## src/verilog/fept_pkg.sv

```systemverilog
// Constants shared by the PHY timing core and its testbench
package fept_pkg;
  // System clock
  localparam int CLK_NS = 50;
  localparam int CNT_W = 24;
  localparam int NIB_W = 4;
  // Bit times
  localparam int BIT100_NS = 10;
  localparam int BIT10_NS = 100;
  // 100BASE-TX receive latencies in bit times
  localparam int CRS_ON_100_BITS = 20;
  localparam int RXD_100_BITS = 24;
  localparam int CRS_OFF_100_BITS = 24;
  localparam logic [4:0] CRS_ON_100_CYC =
    5'((CRS_ON_100_BITS * BIT100_NS + CLK_NS - 1) / CLK_NS);
  localparam logic [4:0] RXD_100_CYC =
    5'((RXD_100_BITS * BIT100_NS + CLK_NS - 1) / CLK_NS);
  localparam logic [2:0] CRS_OFF_100_CYC =
    3'((CRS_OFF_100_BITS * BIT100_NS + CLK_NS - 1) / CLK_NS);
  // 10BASE-T receive latencies
  localparam int CRS_ON_10_NS = 630;
  localparam int RXDV_10_BITS = 10;
  localparam logic [4:0] CRS_ON_10_CYC =
    5'((CRS_ON_10_NS + CLK_NS - 1) / CLK_NS);
  localparam logic [4:0] RXDV_10_CYC =
    5'((RXDV_10_BITS * BIT10_NS + CLK_NS - 1) / CLK_NS);
  localparam logic [2:0] CRS_OFF_10_CYC = 3'h1;
  // 10BASE-T transmit start, 3.5 bit times held in tenths
  localparam int TX_DLY_TENTHS = 35;
  localparam logic [3:0] TX_DLY_CYC =
    4'((TX_DLY_TENTHS * BIT10_NS / 10 + CLK_NS - 1) / CLK_NS);
  // Jabber timers
  localparam int JAB_ON_MS = 85;
  localparam int JAB_OFF_MS = 500;
  localparam logic [CNT_W-1:0] JAB_ON_CYC =
    CNT_W'(JAB_ON_MS * 1000000 / CLK_NS);
  localparam logic [CNT_W-1:0] JAB_OFF_CYC =
    CNT_W'(JAB_OFF_MS * 1000000 / CLK_NS);
  // Link pulses
  localparam int PULSE_NS = 100;
  localparam int NLP_MS = 16;
  localparam int FLP_US = 125;
  localparam logic [1:0] PULSE_CYC = 2'(PULSE_NS / CLK_NS);
  localparam logic [CNT_W-1:0] NLP_CYC = CNT_W'(NLP_MS * 1000000 / CLK_NS);
  localparam logic [CNT_W-1:0] FLP_CYC = CNT_W'(FLP_US * 1000 / CLK_NS);
  // Signal detect filter
  localparam int SIG_ON_MS = 1;
  localparam int SIG_OFF_US = 350;
  localparam logic [CNT_W-1:0] SIG_ON_CYC =
    CNT_W'(SIG_ON_MS * 1000000 / CLK_NS);
  localparam logic [CNT_W-1:0] SIG_OFF_CYC =
    CNT_W'(SIG_OFF_US * 1000 / CLK_NS);
endpackage : fept_pkg

```

## src/verilog/fept_core.sv

```systemverilog
// 10/100 PHY timing core: MAC capture, line start, jabber, pulses, receive
//
// Contract
// [RULE1] 100M: carrier sense 20 bits, data 24 bits after J; bit is 10 ns
// [RULE2] 100M: carrier sense drops 24 bits after the T code group
// [RULE3] 10M nibble mode: capture data and enable on transmit clock fall
// [RULE4] MAC should launch nibble and enable from the transmit clock rise
// [RULE5] 10M serial mode: capture data bit and enable on clock rise
// [RULE6] Serial receive bit changes on receive clock fall, 50 ns phases
// [RULE7] Receive clock source switch may stretch a phase, never shorten
// [RULE8] 10BASE-T: drive line 3.5 bit times after first capture edge
// [RULE9] 10BASE-T: carrier sense 630 ns typical, 1000 ns max after activity
// [RULE10] 10BASE-T: receive valid 10 bits after first preamble bit
// [RULE11] 10M: jabber after 85 ms continuous transmit, release after 500 ms
// [RULE12] Idle 10BASE-T link sends 100 ns pulses every 16 ms
// [RULE13] Auto-negotiation bursts: 100 ns pulses, clock pulses 125 us apart
// [RULE14] Signal detect on after 1 ms present, off after 350 us lost
// [RULE15] Jabber suppresses line transmit and flags status until release
// [RULE16] All long timers count reference clock cycles
`timescale 1ns/1ns
module fept_core
  import fept_pkg::*;
#(
  parameter logic [fept_pkg::CNT_W-1:0] JAB_ON = fept_pkg::JAB_ON_CYC,
  parameter logic [fept_pkg::CNT_W-1:0] JAB_OFF = fept_pkg::JAB_OFF_CYC,
  parameter logic [fept_pkg::CNT_W-1:0] NLP_PER = fept_pkg::NLP_CYC,
  parameter logic [fept_pkg::CNT_W-1:0] SIG_ON = fept_pkg::SIG_ON_CYC,
  parameter logic [fept_pkg::CNT_W-1:0] SIG_OFF = fept_pkg::SIG_OFF_CYC
) (
  input wire logic clk_sys_i,
  input wire logic rst_n_i,
  input wire logic speed100_i,
  input wire logic serial_i,
  input wire logic autoneg_i,
  input wire logic flp_bit_i,
  input wire logic tx_clk_i,
  input wire logic tx_en_i,
  input wire logic [fept_pkg::NIB_W-1:0] txd_i,
  output logic tx_ready_o,
  output logic [fept_pkg::NIB_W-1:0] line_data_o,
  output logic line_valid_o,
  input wire logic line_ready_i,
  output logic line_drive_o,
  output logic link_pulse_o,
  output logic jabber_o,
  input wire logic rx_act_i,
  input wire logic rx_bit_i,
  input wire logic rx_src_i,
  input wire logic sig_i,
  output logic crs_o,
  output logic rx_dv_o,
  output logic rx_clk_o,
  output logic rx_data_o,
  output logic signal_present_flag_o
);
  import fept_pkg::*;

  localparam int SYN_W = 10;
  localparam int TX_DLY = int'(TX_DLY_CYC);

  typedef struct packed {
    logic [SYN_W-1:0] s1;
    logic [SYN_W-1:0] s2;
    logic txc_p;
    logic tx_act;
    logic [3:0] tx_ctr;
    logic drive;
    logic [CNT_W-1:0] jab_cnt;
    logic jabber;
    logic [CNT_W-1:0] lp_cnt;
    logic [1:0] lp_w;
    logic [4:0] rx_cnt;
    logic [2:0] off_cnt;
    logic crs;
    logic rx_dv;
    logic [CNT_W-1:0] sig_cnt;
    logic sig_pres;
    logic rxc;
    logic rx_src;
    logic rx_bit;
  } fept_st_t;

  fept_st_t q;
  fept_st_t d;
  logic txc_s, txen_s, act_s, sig_s, bit_s, src_s;
  logic [NIB_W-1:0] txd_s;
  logic rise, fall, cap_edge, cap;
  logic buf_in_rdy, buf_out_vld, buf_out_rdy;
  logic [NIB_W-1:0] cap_data;
  logic [4:0] on_cyc, dv_cyc;
  logic [2:0] off_cyc;
  logic [CNT_W-1:0] lp_per, sig_lim;

  // Second synchroniser stage, the only one logic reads
  assign {txc_s, txen_s, txd_s, act_s, sig_s, bit_s, src_s} = q.s2;
  assign rise = txc_s && !q.txc_p;
  assign fall = !txc_s && q.txc_p;
  assign cap_edge = serial_i ? rise : fall; // RULE3 RULE5
  assign cap = cap_edge && txen_s && !q.jabber && buf_in_rdy;
  assign cap_data = serial_i ? {3'h0, txd_s[0]} : txd_s;

  // Speed dependent receive limits, link pulse period and signal detect limit
  assign on_cyc = speed100_i ? CRS_ON_100_CYC : CRS_ON_10_CYC; // RULE1 RULE9
  assign dv_cyc = speed100_i ? RXD_100_CYC : RXDV_10_CYC; // RULE1 RULE10
  assign off_cyc = speed100_i ? CRS_OFF_100_CYC : CRS_OFF_10_CYC; // RULE2
  assign lp_per = autoneg_i ? FLP_CYC : NLP_PER; // RULE12 RULE13
  assign sig_lim = q.sig_pres ? SIG_OFF : SIG_ON; // RULE14

  // Jabber discards queued nibbles rather than stall
  assign buf_out_rdy = q.jabber || (q.drive && line_ready_i); // RULE15

  fept_buf2 #(
    .W(NIB_W)
  ) u_buf (
    .clk_sys_i(clk_sys_i),
    .rst_n_i(rst_n_i),
    .in_valid_i(cap),
    .in_ready_o(buf_in_rdy),
    .in_data_i(cap_data),
    .out_valid_o(buf_out_vld),
    .out_ready_i(buf_out_rdy),
    .out_data_o(line_data_o)
  );

  // Outputs
  assign tx_ready_o = buf_in_rdy;
  assign line_valid_o = buf_out_vld && q.drive && !q.jabber; // RULE15
  assign line_drive_o = q.drive && !q.jabber; // RULE15
  assign jabber_o = q.jabber; // RULE15
  assign link_pulse_o = (q.lp_w != 2'h0);
  assign crs_o = q.crs;
  assign rx_dv_o = q.rx_dv;
  assign rx_clk_o = q.rxc;
  assign rx_data_o = q.rx_bit;
  assign signal_present_flag_o = q.sig_pres;

  // Next state
  always_comb begin
    d = q;
    d.s1 = {tx_clk_i, tx_en_i, txd_i, rx_act_i, sig_i, rx_bit_i, rx_src_i};
    d.s2 = q.s1;
    d.txc_p = txc_s;
    // Transmit activity follows enable at each capture edge
    if (cap_edge) begin
      d.tx_act = txen_s;
      if (txen_s && !q.tx_act) begin
        d.tx_ctr = speed100_i ? 4'h1 : TX_DLY_CYC; // RULE8
      end
    end
    if (q.tx_ctr != 4'h0) begin
      d.tx_ctr = q.tx_ctr - 4'h1;
      if (q.tx_ctr == 4'h1) begin
        d.drive = 1'b1; // RULE8
      end
    end else if (!q.tx_act && !buf_out_vld) begin
      d.drive = 1'b0;
    end
    // Jabber timers in system clock cycles
    if (q.jabber) begin
      d.jab_cnt = q.jab_cnt + 24'h000001; // RULE16
      if (q.jab_cnt == JAB_OFF - 24'h000001) begin
        d.jabber = 1'b0; // RULE11 RULE15
        d.jab_cnt = '0;
      end
    end else if (q.tx_act && !speed100_i) begin
      d.jab_cnt = q.jab_cnt + 24'h000001;
      if (q.jab_cnt == JAB_ON - 24'h000001) begin
        d.jabber = 1'b1; // RULE11
        d.jab_cnt = '0;
      end
    end else begin
      d.jab_cnt = '0;
    end
    // Normal and fast link pulses
    if (q.lp_w != 2'h0) begin
      d.lp_w = q.lp_w - 2'h1;
    end
    if (autoneg_i || (!speed100_i && !q.tx_act)) begin
      d.lp_cnt = q.lp_cnt + 24'h000001; // RULE16
      if (q.lp_cnt == lp_per - 24'h000001) begin
        d.lp_cnt = '0;
        d.lp_w = PULSE_CYC; // RULE12 RULE13
      end else if (autoneg_i && flp_bit_i && q.lp_cnt == (lp_per >> 1)) begin
        d.lp_w = PULSE_CYC; // RULE13
      end
    end else begin
      d.lp_cnt = '0;
    end
    // Carrier sense and receive valid from line activity
    if (act_s) begin
      d.off_cnt = '0;
      if (q.rx_cnt != 5'h1F) begin
        d.rx_cnt = q.rx_cnt + 5'h01;
      end
      if (q.rx_cnt == on_cyc - 5'h01) begin
        d.crs = 1'b1; // RULE1 RULE9
      end
      if (q.rx_cnt == dv_cyc - 5'h01) begin
        d.rx_dv = 1'b1; // RULE10
      end
    end else begin
      d.rx_cnt = '0;
      if (q.crs || q.rx_dv) begin
        d.off_cnt = q.off_cnt + 3'h1;
        if (q.off_cnt == off_cyc - 3'h1) begin
          d.crs = 1'b0; // RULE2
          d.rx_dv = 1'b0;
          d.off_cnt = '0;
        end
      end
    end
    // Signal detect filter
    if (sig_s != q.sig_pres) begin
      d.sig_cnt = q.sig_cnt + 24'h000001; // RULE16
      if (q.sig_cnt == sig_lim - 24'h000001) begin
        d.sig_pres = sig_s; // RULE14
        d.sig_cnt = '0;
      end
    end else begin
      d.sig_cnt = '0;
    end
    // Receive clock; a source change holds the current phase once
    if (src_s != q.rx_src) begin
      d.rx_src = src_s; // RULE7
    end else begin
      d.rxc = ~q.rxc; // RULE6
      if (q.rxc) begin
        d.rx_bit = bit_s; // RULE6
      end
    end
  end

  // State register
  always_ff @(posedge clk_sys_i or negedge rst_n_i) begin
    if (!rst_n_i) begin
      q <= '0;
    end else begin
      q <= d;
    end
  end
endmodule : fept_core

```

## src/verilog/fept_buf2.sv

```systemverilog
// Two-entry valid/ready buffer for transmit nibbles
`timescale 1ns/1ns
module fept_buf2 #(
  parameter int W = 4
) (
  input wire logic clk_sys_i,
  input wire logic rst_n_i,
  input wire logic in_valid_i,
  output logic in_ready_o,
  input wire logic [W-1:0] in_data_i,
  output logic out_valid_o,
  input wire logic out_ready_i,
  output logic [W-1:0] out_data_o
);
  typedef struct packed {
    logic [1:0][W-1:0] mem;
    logic wp;
    logic rp;
    logic [1:0] cnt;
  } fept_buf_t;

  fept_buf_t q;
  fept_buf_t d;

  // Honest full and empty flags
  assign in_ready_o = (q.cnt != 2'h2);
  assign out_valid_o = (q.cnt != 2'h0);
  assign out_data_o = q.mem[q.rp];

  // Push and pop bookkeeping
  always_comb begin
    d = q;
    if (in_valid_i && in_ready_o) begin
      d.mem[q.wp] = in_data_i;
      d.wp = ~q.wp;
    end
    if (out_valid_o && out_ready_i) begin
      d.rp = ~q.rp;
    end
    d.cnt = 2'(q.cnt + {1'b0, in_valid_i && in_ready_o}
      - {1'b0, out_valid_o && out_ready_i});
  end

  // State register
  always_ff @(posedge clk_sys_i or negedge rst_n_i) begin
    if (!rst_n_i) begin
      q <= '0;
    end else begin
      q <= d;
    end
  end
endmodule : fept_buf2

```

## config.mk

```make
export PLATFORM = sky130hd
export DESIGN_NAME = fept_core
export DESIGN_NICKNAME = d
export VERILOG_FILES = /design/src/verilog/fept_pkg.sv /design/src/verilog/fept_core.sv /design/src/verilog/fept_buf2.sv
export SDC_FILE = /design/constraint.sdc
export NUM_CORES = 1
export LEC_CHECK = 0
export BUFFER_PORTS_ARGS = -buffer_cell sky130_fd_sc_hd__buf_4
export CORE_ASPECT_RATIO = 1.5
export CORE_MARGIN = 3
export CORE_UTILIZATION = 50
export CTS_CLUSTER_DIAMETER = 60
export DETAILED_ROUTE_END_ITERATION = 8
export PLACE_DENSITY_LB_ADDON = 0.08
export SLEW_MARGIN = 30
export SYNTH_ARGS = -nofsm -noshare
export SYNTH_HDL_FRONTEND = slang
export SYNTH_SLANG_ARGS = --single-unit
```

## constraint.sdc

```tcl
create_clock -name clk_sys_i -period 3.1 [get_ports clk_sys_i]
set_clock_uncertainty 0.2 [all_clocks]
set_input_delay 0.155 -clock clk_sys_i [delete_from_list [all_inputs] [get_ports clk_sys_i]]
set_output_delay 0.155 -clock clk_sys_i [all_outputs]
set_load 0.01 [all_outputs]
```

# ---- After elaboration in Yosys (flattened, before gate mapping)
# Index checks and enable logic that the tools add are counted.
dict set report op_classes {
  add_sub_neg 14
  magnitude_cmp 3
  n_eq_ne 17
  muxes 38
  bitwise_logic 4
  n_reduce_logical 41
}
# operator count
set op_table {}
lappend op_table {{$mux W25} 4}
lappend op_table {{$mux W24} 4}
lappend op_table {{$add A24 B1 Y24 const B} 3}
lappend op_table {{$eq A24 B24 Y1} 2}
lappend op_table {{$mux W4} 8}
lappend op_table {{$eq A24 B18 Y1} 1}
lappend op_table {{$eq A24 B21 Y1 const B} 1}
lappend op_table {{$eq A24 B24 Y1 const B} 1}
lappend op_table {{$mux W5} 4}
lappend op_table {{$sub A19 B1 Y20 const B} 1}
lappend op_table {{$mux W19} 1}
lappend op_table {{$logic_and A1 B1 Y1} 18}
lappend op_table {{$sub A15 B1 Y16 const B} 1}
lappend op_table {{$mux W15} 1}
lappend op_table {{$reduce_bool A2 Y1} 7}
lappend op_table {{$eq A5 B5 Y1} 2}
lappend op_table {{$mux W10} 1}
lappend op_table {{$bwmux W8} 1}
lappend op_table {{$mux W2} 4}
lappend op_table {{$ne A2 B1 Y1 const B} 4}
lappend op_table {{$reduce_and A2 Y1} 4}
lappend op_table {{$mux W1} 7}
lappend op_table {{$logic_not A1 Y1} 6}
lappend op_table {{$mux W3} 2}
lappend op_table {{21 further kinds} 29}
dict set report word_totals {
  regBits 128
  input_bits 17
  elab_cells 141
}

# ---- Depth between registers and ports, before layout
dict set report logic_depth {
  depth_word 9
  ltp_mapped 9
  mapped_depth_nobuf 7
}

# ---- Cells and area by module
# From an unflattened synthesis, not the netlist that was laid out.
dict set report hier_totals {
  hier_cells 605
  area_unflattened_um2 6363.6
}
# module instances cells_per_inst area_per_inst_um2
set by_module_without_submodules {}
lappend by_module_without_submodules {fept_core 1 563 5789.3}
lappend by_module_without_submodules {fept_buf2 1 42 574.3}

# ---- Worst setup path before layout
# No wires, ideal clock.
dict set report synth_timing {
  kind {register to register}
  from {register q[79] (netlist name)}
  to {register q[80] (netlist name)}
  arrival_time_ns 1.882
  path_slack_ns 0.900
  path_stages_with_launch 8
  path_cell_list {dfrtp_1 or4b_1 or4_1 nor3_2 or2_1 buf_6 buf_12 nor2_1}
}
# item line
set synth_rtl {}
lappend synth_rtl {{from (decl)} fept_core.sv:83} ;# fept_st_t q;
lappend synth_rtl {{from (signal assigned)} fept_core.sv:236} ;# q <= '0;
lappend synth_rtl {{from (signal assigned)} fept_core.sv:238} ;# q <= d;

==> impl_results.md <==
* Result of the run: complete, no violations
* CTS clk-pin slew, worst paths at approximately 50 ps
* Crit-path slowest cell: or4b_1
* Main flop type after synthesis: dfrtp_1
* Die Ht at 141 um
* Class of the worst hold path: input port to register
* First-pass GRT wire length at roughly 20000 um
* Wirelength, routed at between 10000 and 15000 um
* Detailed Route Iter0 Violations at 148
* Reported max-cap violation count at 0
* Number of clock buffers inserted by TritonCTS at 17
* Critical-path cell list: or4b_1 -> or4_1 -> nor3_2 -> or2_1 -> buf_4 -> nor2_1
* HPWL after DPL at roughly 8000 um
* Die Footprint at around 0.013 mm^2
* Weighted congestion at the end of routability-driven global placement at around 0.8
* Final global-route overflow total at 0
* Count of synthesis-stage warnings from yosys at 0
* Final hold vios at 0
* Peak ir drop on the vdd network at 0.392 mV
* Maximum buffer depth of the clock tree at 2
* Initial antenna violation count at 0
* Number of library cell types mapped by synthesis at 53
* Count of clock tree sinks at approximately 130
* Slowest Stage Delay on Critical Path at 500 ps
* Data required time of the critical path at 3180 ps
* # H-tree levels at 4
* Max Freq at between 300 and 400 MHz
* EDFF count, synth at 0
* Chip Width at 95.9 um
* Initial Utilization at between 50% and 60%
* Accumulated negative setup slack at 0 ps
* Worst setup path class: register to register
* Ports placed on the boundary at 31
* Via count at about 4300
* CTS tree: done
* Buf+Inv Stages, Crit Path at 1
* Power per Cell Area at around 600 mW/mm^2
* Yosys top cell area share at a little over half
* Post-CTS Setup Inserts at 0
* Syn_area_per_cell at 10.4 um^2
* Via count of the first global-routing pass at 4446
* Detailed-route wire length per cell at 14.7 um
* Number of nets in the layout at around 660
* First drt pass iteration count at 4
* Most frequent cells in the layout: dfrtp_1 (128), nor2_1 (95), xor2_1 (48)
* Final Worst Setup Slack at between 500 and 600 ps
* Cell family with most CP delay: simple AND/OR/NAND/NOR gates
* Library cell occupying the most area in the post-synthesis netlist: dfrtp_1
* Maximum number of pins on one net before global-route repair at 53
* Post-detailed-route count of antenna-violating nets at 0
* DR DRC count at 0
* Total number of placement rows at 48
* Most common cell after layout, fill and taps aside: dfrtp_1
* Area growth from synthesis to layout at 18.6%
* Portion of the clock cycle consumed by the worst path in the final layout at between 80 and 90%
* Maximum fanout along the worst path at 14
* Pre-CTS setup slack at 542 ps
* Setup-violating endpoint count in the final report at 0
* Share of flip-flops with an asynchronous set or reset at 100%
* Final critical-path required period at around 2600 ps
* Static Leakage at roughly 3.2 nW
* Setup repair after global routing missed its margin: false
* Synthesized net count at a little over 600
* Register bit count reported by yosys at between 100 and 150
* Total count of max-transition violations in the final report at 0
* Critical Path AT at about 2700 ps
* Core outline area at 0.0117 mm^2
* Slew at the pin closest to its max-slew limit at around 670 ps
* Fraction of final layout cells sized beyond drive strength 1 at between 10% and 20%
* I/O Buffers at 30
* Sequential area share after synthesis at between 50% and 60%
* Total track usage at 19.0%
* Number of vias per cell after detailed routing at ~5.4
* Clock Root Buffer: clkbuf_16
* Count of filler cells inserted in the layout at approximately 970
* Startpoint type of the worst setup path: register
* Syn Inst Count at between 500 and 600
* Source-to-sink clock delay at the later pin of the worst-skew pair at just over 400 ps
* Top cells by area, synth: dfrtp_1 (53%), xor2_1 (6.9%), nor2_1 (5.9%)
* Total power consumption of the routed design at about 0.0043 W
* Worst rel slew slack at around 55%
* Crit. End Element: register
* Antenna diode instance count at 0
* Post-Syn Area at between 0.006 and 0.007 mm^2
## registers in the layout, indices dropped and copies added, names as in the netlist
name	count
q	97
rx_dv_o	1
rx_data_o	1
rx_clk_o	1
crs_o	1
d	11
jabber_o	1
signal_present_flag_o	1
bit_s	1
u_buf.q	12
act_s	1
## through the flow
step                area (um^2)  instances  utilization (%)  hold WS, ps
floorplan                  6060        582                -         -341
global placement           6400        750             54.9         40.4
detailed placement         6400        750             54.9         41.0
CTS                        7180        797             61.6         97.8
global route               7180        797             61.7          129
finish                     7180        797             61.7          110
## per-layer routing
layer / track usage, % / wire (um) / vias to the layer above
li1: - / - / 2103
met1: 21.5 / 4940 / 2154
met2: 33.0 / 6230 / 68
met3: 4.97 / 310 / 18
met4: 8.17 / 242 / 0
met5: 0 / 0 / -
## synthesized netlist by cell type, drive strengths merged (5+ instances only)
| library cell | instances |
|---|---|
| mux2 | 15 |
| inv | 18 |
| buf | 9 |
| dfrtp | 128 |
| nor2b | 11 |
| clkbuf | 10 |
| and4 | 8 |
| nand4 | 25 |
| nand3 | 31 |
| nor4 | 10 |
| xnor2 | 27 |
| a21oi | 6 |
| and2 | 5 |
| ha | 11 |
| o21ai | 11 |
| and3 | 11 |
| nor3 | 19 |
| nand2 | 38 |
| xor2 | 48 |
| nor2 | 95 |
## area by class of cell
class / count / area [um^2] / share of cell area, %
Clock buffer: 23 / 478 / 6.65
Clock inverter: 9 / 154 / 2.14
Inverter: 18 / 67.6 / 0.941
Multi-Input combinational cell: 417 / 2650 / 36.9
Sequential cell: 128 / 3200 / 44.6
Tap cell: 150 / 188 / 2.61
Timing Repair Buffer: 52 / 440 / 6.13
## repair_timing
| item | in CTS | in global routing |
|---|---|---|
| hold buffers | 15 | 0 |
| resized for setup | 0 | 0 |
| endpoints found under the hold margin | 73 | 0 |
## path summary, 6_finish.rpt
| check | from | to | slack, ps | cells after the start |
|---|---|---|---|---|
| worst max register to register | q[79]$_DFF_PN0_ | q[83]$_DFF_PN0_ | 530 | 6 |
| max in group asynchronous | rst_n_i | q[96]$_DFF_PN0_ | 1650 | 3 |
| worst min register to register | d[100]$_DFF_PN0_ | q[100]$_DFF_PN0_ | 140 | 0 |
| worst min-delay path | flp_bit_i | q[39]$_DFF_PN0_ | 110 | 6 |
| worst max-delay path | q[79]$_DFF_PN0_ | q[83]$_DFF_PN0_ | 530 | 6 |
| min in group asynchronous | rst_n_i | q[32]$_DFFE_PN0P_ | 120 | 2 |
## worst min-delay path: cells and delay by family
family / cells / cell delay, ps
AOI/OAI and AO/OA: 2 / 240
and+or+nand+nor: 3 / 170
buffers and inverters: 1 / 110
## report_power, final
group | switching (W) | total, W | leakage (nW) | internal, W
logic | 0.000175 | 0.000333 | 1.23 | 0.000159
clock network | 0.000687 | 0.00210 | 0.304 | 0.00141
registers | 0.0000864 | 0.00185 | 1.69 | 0.00176
## cells by family after synthesis
group                    share of synthesized area, %
AND/OR/NAND/NOR                                  24.2
AO/OA/AOI/OAI                                    3.26
adder cells (fa/ha/maj)                          2.27
multiplexers                                     3.12
buffers and inverters                            3.39
flip-flops                                       52.9
XOR/XNOR                                         10.8
Note: power is estimated with default switching activity, not from simulation.
